==> config.mk <==
export PLATFORM = sky130hd
export DESIGN_NAME = asr_readout
export DESIGN_NICKNAME = d
export VERILOG_FILES = /design/src/logic/asr_pkg.sv /design/src/logic/asr_readout.sv
export VERILOG_INCLUDE_DIRS = /design/src /design/src/logic
export SDC_FILE = /design/constraint.sdc
export NUM_CORES = 1
export LEC_CHECK = 0
export ABC_CLOCK_PERIOD_IN_PS = 2200
export BUFFER_PORTS_ARGS = -buffer_cell sky130_fd_sc_hd__clkbuf_2
export CAP_MARGIN = 0
export CORE_MARGIN = 2
export CORE_UTILIZATION = 30
export DETAILED_ROUTE_END_ITERATION = 10
export SLEW_MARGIN = 20
export SYNTH_ARGS = -nofsm -noshare
export SYNTH_HDL_FRONTEND = slang
export SYNTH_SLANG_ARGS = --single-unit
==> constraint.sdc <==
create_clock -name clk -period 2.2 [get_ports clk]
set_clock_uncertainty 0.2 [all_clocks]
set_input_delay 0.33 -clock clk [delete_from_list [all_inputs] [get_ports clk]]
set_output_delay 0.33 -clock clk [all_outputs]
set_load 0.05 [all_outputs]
==> src/logic/asr_map.svh <==
// register offsets, reset values, opcodes and timing counts
`ifndef ASR_MAP_SVH
`define ASR_MAP_SVH
`define ASR_CTRL_OFS 12'h000
`define ASR_STAT_OFS 12'h004
`define ASR_LAST_OFS 12'h008
`define ASR_FSEL_LSB 0
`define ASR_FSEL_RST 2'h2
`define ASR_FSEL_MOD 2'h0
`define ASR_FSEL_SINC 2'h1
`define ASR_OP_RDC 8'h10
`define ASR_OP_SDC 8'h11
`define ASR_OP_RD 8'h12
`define ASR_OP_WAKE 7'h00
`define ASR_OP_STBY 7'h01
`define ASR_CLIP_POS 32'h7fffffff
`define ASR_CLIP_NEG 32'h80000000
`define ASR_UPDATE_CLKS 3'h4
`define ASR_TIMEOUT_CONV 7'h40
`define ASR_MCLK_DLY 3'h5
`define ASR_MOD_SETTLE 5'h10
`define ASR_WORD_BITS 6'h20
`endif

==> src/logic/asr_pkg.sv <==
// types shared by the serial readout block
package asr_pkg;
   typedef enum logic [1:0] {
      ASR_IDLE,
      ASR_UPDATE,
      ASR_READY
   } asr_rdy_e;
   typedef logic [31:0] asr_word_t;
endpackage

==> src/logic/asr_readout.sv <==
// conversion result serial readout with modulator stream output
//
// Overview of operation
// - result_ready_n falls whenever a fresh result becomes readable.
// - command mode: a read may overlap next ready without corruption.
// - result_ready_n returns high on first serial clock falling edge.
// - unread results: ready pulses high four clocks per update, then low.
// - word is 32-bit twos complement, LSB repeats the sign on the unclipped FIR path.
// - FIR clipping gives 7fffffff positive, 80000000 negative.
// - sinc path halves the word and never clips.
// - continuous mode at reset and after cmd_read_continuous.
// - MSB on data out at ready fall, zeros beyond 32 bits.
// - cmd_stop_continuous suppresses ready; results read by command only.
// - read opcode taken at eighth rising edge, data at next ready fall.
// - filter_select 00 turns modulator pins into outputs.
// - modulator clock runs at a quarter of the master clock.
// - sync resets modulator clock, next rise five clocks later.
// - modulator stream held low after sync, valid from the 18th modulator clock rise.
// - modulator data leaves as two bits for the receiver to merge.
// - data in captured on rising, data out changed on falling edges.
// - serial clock low for 64 updates resets the serial interface.
// - opcodes 10h continuous, 11h stop, 12h read by command.
`timescale 1ns/1ns
`include "asr_map.svh"
module asr_readout (
   input wire logic clk,
   input wire logic rst,
   input wire logic psel,
   input wire logic penable,
   input wire logic pwrite,
   input wire logic [11:0] paddr,
   input wire logic [31:0] pwdata,
   output logic [31:0] prdata,
   output logic pready,
   output logic pslverr,
   input wire logic conv_strobe,
   input wire logic [30:0] conv_value,
   input wire logic conv_over_pos,
   input wire logic conv_over_neg,
   input wire logic [1:0] mod_bits,
   input wire logic sclk,
   input wire logic din,
   input wire logic sync_pin,
   output logic dout,
   output logic result_ready_n,
   output logic mod_clk_out,
   output logic mod_clk_oe,
   output logic mod_stream_bit_a,
   output logic mod_stream_bit_a_oe,
   output logic mod_stream_bit_b,
   output logic mod_stream_bit_b_oe
);
   // word formatting: sign repeated in LSB, clip or halve by path
   function automatic asr_pkg::asr_word_t fmt(
      input logic sinc, input logic [30:0] v,
      input logic opos, input logic oneg);
      asr_pkg::asr_word_t w;
      w = {v, v[30]};
      if (sinc)
         w = {v[30], v};
      else if (opos)
         w = `ASR_CLIP_POS;
      else if (oneg)
         w = `ASR_CLIP_NEG;
      return w;
   endfunction

   // pin synchronisers
   logic [2:0] sclk_sy;
   logic [1:0] din_sy;
   logic [2:0] sync_sy;
   always_ff @(posedge clk) begin
      sclk_sy <= {sclk_sy[1:0], sclk};
      din_sy <= {din_sy[0], din};
      sync_sy <= {sync_sy[1:0], sync_pin};
   end
   wire sclk_rise = sclk_sy[1] & ~sclk_sy[2];
   wire sclk_fall = ~sclk_sy[1] & sclk_sy[2];
   wire sync_evt = sync_sy[1] & ~sync_sy[2];

   // apb slave, zero wait states
   logic [1:0] fsel_reg;
   logic [1:0] fsel_next;
   asr_pkg::asr_word_t last_reg;
   logic cont_reg;
   logic stby_reg;
   logic armed_reg;
   wire setup = psel & ~penable;
   wire hit_ctrl = paddr == `ASR_CTRL_OFS;
   wire hit_stat = paddr == `ASR_STAT_OFS;
   wire hit_last = paddr == `ASR_LAST_OFS;
   wire mapped = hit_ctrl | hit_stat | hit_last;
   wire wr_ctrl = psel & penable & pready & pwrite & hit_ctrl;
   wire mod_mode = fsel_reg == `ASR_FSEL_MOD;
   wire sinc_mode = fsel_reg == `ASR_FSEL_SINC;
   wire [31:0] stat_val = {28'h0, mod_mode, armed_reg, stby_reg, cont_reg};
   wire [31:0] rd_mux = hit_ctrl ? {30'h0, fsel_reg} :
                        hit_stat ? stat_val :
                        hit_last ? last_reg : 32'h0;
   assign fsel_next = wr_ctrl ? pwdata[`ASR_FSEL_LSB +: 2] : fsel_reg;
   always_ff @(posedge clk) begin
      if (rst) begin
         pready <= 1'b0;
         pslverr <= 1'b0;
         prdata <= 32'h0;
         fsel_reg <= `ASR_FSEL_RST;
      end else begin
         pready <= setup;
         pslverr <= setup & ~mapped;
         prdata <= setup ? rd_mux : 32'h0;
         fsel_reg <= fsel_next;
      end
   end

   // command byte receiver, bits taken on serial clock rise
   logic [7:0] cmd_sh;
   logic [2:0] cmd_cnt;
   logic [6:0] to_cnt;
   wire [7:0] cmd_byte = {cmd_sh[6:0], din_sy[1]};
   wire byte_done = sclk_rise & (cmd_cnt == 3'h7);
   wire op_rdc = byte_done & (cmd_byte == `ASR_OP_RDC);
   wire op_sdc = byte_done & (cmd_byte == `ASR_OP_SDC);
   wire op_rd = byte_done & (cmd_byte == `ASR_OP_RD);
   wire op_wake = byte_done & (cmd_byte[7:1] == `ASR_OP_WAKE);
   wire op_stby = byte_done & (cmd_byte[7:1] == `ASR_OP_STBY);
   wire timeout = to_cnt == `ASR_TIMEOUT_CONV;
   wire conv_ok = conv_strobe & ~stby_reg & ~mod_mode;
   always_ff @(posedge clk) begin
      if (rst | timeout) begin
         cmd_sh <= 8'h0;
         cmd_cnt <= 3'h0;
      end else if (sclk_rise) begin
         cmd_sh <= cmd_byte;
         cmd_cnt <= cmd_cnt + 3'h1;
      end
   end

   // idle watchdog counts updates while serial clock stays low
   always_ff @(posedge clk) begin
      if (rst | sclk_sy[1] | sclk_fall | timeout)
         to_cnt <= 7'h0;
      else if (conv_strobe)
         to_cnt <= to_cnt + 7'h1;
   end

   // read mode, standby and pending read request
   logic rdy_load;
   always_ff @(posedge clk) begin
      if (rst) begin
         cont_reg <= 1'b1;
         stby_reg <= 1'b0;
         armed_reg <= 1'b0;
      end else begin
         if (op_rdc)
            cont_reg <= 1'b1;
         else if (op_sdc)
            cont_reg <= 1'b0;
         if (op_stby)
            stby_reg <= 1'b1;
         else if (op_wake)
            stby_reg <= 1'b0;
         // a new request wins over the load that consumes the old one
         if (op_rd & ~cont_reg)
            armed_reg <= 1'b1;
         else if (rdy_load | timeout)
            armed_reg <= 1'b0;
      end
   end

   // ready strobe sequencing
   asr_pkg::asr_rdy_e st_reg;
   asr_pkg::asr_rdy_e st_next;
   logic [2:0] upd_cnt;
   asr_pkg::asr_word_t pend_reg;
   wire upd_end = (st_reg == asr_pkg::ASR_UPDATE) & (upd_cnt == 3'h1);
   assign rdy_load = upd_end & (cont_reg | armed_reg);
   always_comb begin
      st_next = st_reg;
      case (st_reg)
         asr_pkg::ASR_IDLE:
            if (conv_ok)
               st_next = asr_pkg::ASR_UPDATE;
         asr_pkg::ASR_UPDATE:
            if (upd_end)
               st_next = rdy_load ? asr_pkg::ASR_READY : asr_pkg::ASR_IDLE;
         asr_pkg::ASR_READY:
            if (conv_ok)
               st_next = asr_pkg::ASR_UPDATE;
         default:
            st_next = asr_pkg::ASR_IDLE;
      endcase
   end
   always_ff @(posedge clk) begin
      if (rst) begin
         st_reg <= asr_pkg::ASR_IDLE;
         upd_cnt <= 3'h0;
         result_ready_n <= 1'b1;
         pend_reg <= 32'h0;
         last_reg <= 32'h0;
      end else begin
         st_reg <= st_next;
         if (conv_ok) begin
            upd_cnt <= `ASR_UPDATE_CLKS;
            result_ready_n <= 1'b1;
            pend_reg <= fmt(sinc_mode, conv_value, conv_over_pos,
                            conv_over_neg);
         end else if (st_reg == asr_pkg::ASR_UPDATE) begin
            upd_cnt <= upd_cnt - 3'h1;
            if (rdy_load) begin
               result_ready_n <= 1'b0;
               last_reg <= pend_reg;
            end
         end else if (sclk_fall) begin
            result_ready_n <= 1'b1;
         end
      end
   end

   // output shifter, changes on serial clock fall
   asr_pkg::asr_word_t out_sh;
   logic [5:0] out_cnt;
   always_ff @(posedge clk) begin
      if (rst | timeout) begin
         out_sh <= 32'h0;
         out_cnt <= `ASR_WORD_BITS;
         dout <= 1'b0;
      end else if (rdy_load) begin
         // overwrites any partial read
         out_sh <= pend_reg;
         out_cnt <= 6'h0;
         dout <= pend_reg[31];
      end else if (sclk_fall) begin
         out_sh <= {out_sh[30:0], 1'b0};
         if (out_cnt != `ASR_WORD_BITS)
            out_cnt <= out_cnt + 6'h1;
         dout <= (out_cnt < `ASR_WORD_BITS - 6'h1) & out_sh[30];
      end
   end

   // modulator clock divider with sync phase reset
   logic [1:0] ph_reg;
   logic [2:0] sdly_reg;
   logic [4:0] settle_reg;
   wire mclk_rise = (sdly_reg == 3'h1) |
                    ((sdly_reg == 3'h0) & (ph_reg == 2'h1));
   always_ff @(posedge clk) begin
      if (rst) begin
         ph_reg <= 2'h0;
         sdly_reg <= 3'h0;
         settle_reg <= `ASR_MOD_SETTLE;
         mod_clk_out <= 1'b0;
      end else if (sync_evt) begin
         sdly_reg <= `ASR_MCLK_DLY;
         settle_reg <= 5'h0;
         mod_clk_out <= 1'b0;
      end else if (sdly_reg != 3'h0) begin
         sdly_reg <= sdly_reg - 3'h1;
         // parked so the first high after restart lasts two clocks
         ph_reg <= 2'h2;
         mod_clk_out <= sdly_reg == 3'h1;
      end else begin
         ph_reg <= ph_reg + 2'h1;
         mod_clk_out <= ~ph_reg[0] ^ ph_reg[1] ? 1'b0 : 1'b1;
         if (mclk_rise & (settle_reg != `ASR_MOD_SETTLE))
            settle_reg <= settle_reg + 5'h1;
      end
   end

   // modulator data pins
   always_ff @(posedge clk) begin
      if (rst) begin
         mod_stream_bit_a <= 1'b0;
         mod_stream_bit_b <= 1'b0;
         mod_clk_oe <= 1'b0;
         mod_stream_bit_a_oe <= 1'b0;
         mod_stream_bit_b_oe <= 1'b0;
      end else begin
         mod_clk_oe <= mod_mode;
         mod_stream_bit_a_oe <= mod_mode;
         mod_stream_bit_b_oe <= mod_mode;
         if (sync_evt) begin
            // restart drops the old stream at once
            mod_stream_bit_a <= 1'b0;
            mod_stream_bit_b <= 1'b0;
         end else if (mclk_rise) begin
            // held low until the stream has settled
            mod_stream_bit_a <= mod_mode & (settle_reg ==
                                `ASR_MOD_SETTLE) & mod_bits[0];
            mod_stream_bit_b <= mod_mode & (settle_reg ==
                                `ASR_MOD_SETTLE) & mod_bits[1];
         end
      end
   end
endmodule

==> metrics.md <==
| Metric | Value |
|---|---|
| Status | finished, final reports clean |
| Normalized max-slew margin | a little under half |
| Final ANT Viol Nets | 0 |
| Power, Total | around 7400 uW |
| I/O Buffers | 99 |
| Reg area | 3720 sq um |
| CP Cell Sequence | inv_1, ha_1, nand2b_1, nor3_1, mux2i_1, nor2_1 |
| RSZ-0062 raised after global routing | false |
| Peak supply drop | 464 uV |
| Crit Path Category | flop to flop |
| R2r setup slk | 330 ps |
| Design Area, Final | 9010 sq um |
| Setup Total Neg Slack | 0 ps |
| Critical path's largest stage delay | 400 ps |
| Die height | 162 um |
| Detailed placement HPWL | ~11,000 um |
| Final Wtd Congestion | 0.736 |
| First-pass GRT wire length | 29,300 um |
| Post-synthesis async set-or-reset flop share | 0% |
| WL final | ~17,000 um |
| Clk_lat worst skew | between 400 and 500 ps |
| Number of flops mapped to enable cells by yosys | 0 |
| Ys flop type | dfxtp_1 |
| Lkg Pwr | 0.00336 uW |
| Startpoint types | flop |
| Fin nets | approximately 1.0k |
| Post-synth top cells | dfxtp_1 (186), nand2_1 (182), a21oi_1 (85), nor2_1 (63), nor2b_1 (42) |
| Mean Syn Cell Area | 8.77 sq um |
| Synthesized Nets | 954 |
| Finished Core Util | 36.9% |
| # diodes | 0 |
| Share of the synthesized area in the top cell type | 49.8% |
| Worst-path clk slew | about 80 ps |
| Area leader, netlist | dfxtp_1 |
| Avg WL per Cell | about 14 um |
| CTS tree | done |
| Number of max-cap violations | 0 |
| Worst-case clock buffer depth | 2 |
| Worst EP required | around 2300 ps |
| H-Tree Depth | 4 |
| Root Buffer | clkbuf_16 |
| Initial antenna violation count | 0 |
| Via-per-instance ratio | 4.69 |
| Power Density | 823 nW/um^2 |
| TritonCTS Buffers | 17 |
| GR Util All Layers | approximately 14% |
| Drt initial violations | 336 |
| Cell Count, Final, Fillers Out | 1,277 |
| Initial Util | a little under a third |
| YS warnings | 0 |
| Hold Crit Class | input port to flop |
| Area growth from synthesis to final layout | 20.6% |
| Die Wd | 162 um |
| Die area | 26,200 sq um |
| Pins over their slew limit | 0 |
| Post-route clock period utilization | 85.0% |
| Critical Path AT | 2010 ps |
| DR vias | 5,990 |
| Crit-path slowest cell | nor3_1 |
| Core area | ~24,000 sq um |
| # placed instances | 1,234 |
| Worst-margin pin slew | between 700 and 800 ps |
| Final setup vio count | 0 |
| I/O Pins | 130 |
| F_max | approximately 530 MHz |
| Grt ovf | 0 |
| Number of core rows | 57 |
| Number of global-route vias before repair | slightly below 6k |
| Distinct cells, synth | 49 |
| Placed inst area | 8300 sq um |
| Remaining DRCs | 0 |
| Worst setup EP type | flop |
| Layout cells sized above 1 | 18.0% |
| Filler Cell Count | between 2k and 3k |
| Seq cells post-synth | 186 |
| CTS Sinks | between 150 and 200 |
| Final hold vios | 0 |
| Top post-synthesis cells by area | dfxtp_1 (50%), nand2_1 (9.1%), a21oi_1 (5.7%), a311oi_1 (3.8%), o221ai_1 (3.6%) |
| Share of the yosys chip area belonging to registers | 49.8% |
| Minimum clock period | about 1900 ps |
| Most common cell in the netlist | dfxtp_1 |
| Syn Std Cell Area | 7470 sq um |
| Multi-input logic area | around 3400 sq um |
| Drt first pass iters | 6 |
| Cells after Synth | around 850 |
| Largest net degree at the start of global routing | 74 |
| Worst Path Max Fanout | 9 |
[power by group]
group          switching [uW]  total (uW)  internal [uW]
combinational             439         722            283
sequential               87.0        3570           3480
clock                    1440        3120           1680
[metal layers]
metal	up-vias	track usage (%)	share of wire, %
li1	3088	-	-
met1	2747	18.6	48
met2	139	21.6	44
met3	16	3.65	5.6
met4	0	4.71	1.7
met5	-	0	0
[repair_timing]
item,CTS,global route
gates resized for setup,0,0
hold endpoints to repair,11,0
hold buffers,11,0
setup buffers,0,0
[worst paths after layout]
| kind | cells past startpoint | start | to |
|---|---|---|---|
| worst min-delay path | 3 | conv_value[10] | pend_reg[10] |
| worst min register to register | 0 | sync_sy[0] | sync_sy[1] |
| worst max register to register | 6 | sdly_reg[0] | settle_reg[1] |
| worst max-delay path | 6 | sdly_reg[0] | settle_reg[1] |
[area by class of cell]
| cell class | count | area share, % |
|---|---|---|
| well taps | 324 | 4.50 |
| clock inverters | 13 | 1.62 |
| repair buffers | 131 | 9.30 |
| multi-input cells | 589 | 37.6 |
| flip-flops and latches | 186 | 41.3 |
| inverters | 15 | 0.625 |
| clock buffers | 19 | 5.03 |
[worst max-delay path: cells and delay by family, from the launching register on]
kind / cells / cell delay, ps
simple gates: 3 / 690
mux: 1 / 220
buf+inv: 1 / 80
fa+ha+maj: 1 / 230
flops: 1 / 340
[per-stage QoR]
stage	hold WS, ps	setup WS, ps
CTS	26.0	308
global route	57.2	152
finish	47.3	331
floorplan	110	477
detailed placement	114	319
global placement	111	334
[logic make-up after synthesis]
family / after synthesis / synth area share [%]
compound gates: 168 / 15.3
xor+xnor: 18 / 2.11
fa+ha+maj: 14 / 2.34
buf+inv: 77 / 4.89
flops: 186 / 49.8
mux: 8 / 1.07
simple gates: 381 / 24.5
[cell usage in the layout, fill, tap and decap left out, types with 9 or more instances in the layout]
cell	netlist	routed
nand2b_1	13	13
a311oi_1	32	32
nor2_2	9	9
and2_1	29	29
buf_4	3	15
ha_1	14	14
nand2_1	182	181
xnor2_1	11	11
o221ai_1	31	31
nand4_1	9	9
dfxtp_1	186	186
clkbuf_2	0	99
nor2_1	63	63
a21oi_1	85	85
inv_1	15	15
dlygate4sd3_1	0	11
clkbuf_16	0	17
nor2b_1	42	41
No activity file was read; power rests on OpenSTA's default activity.
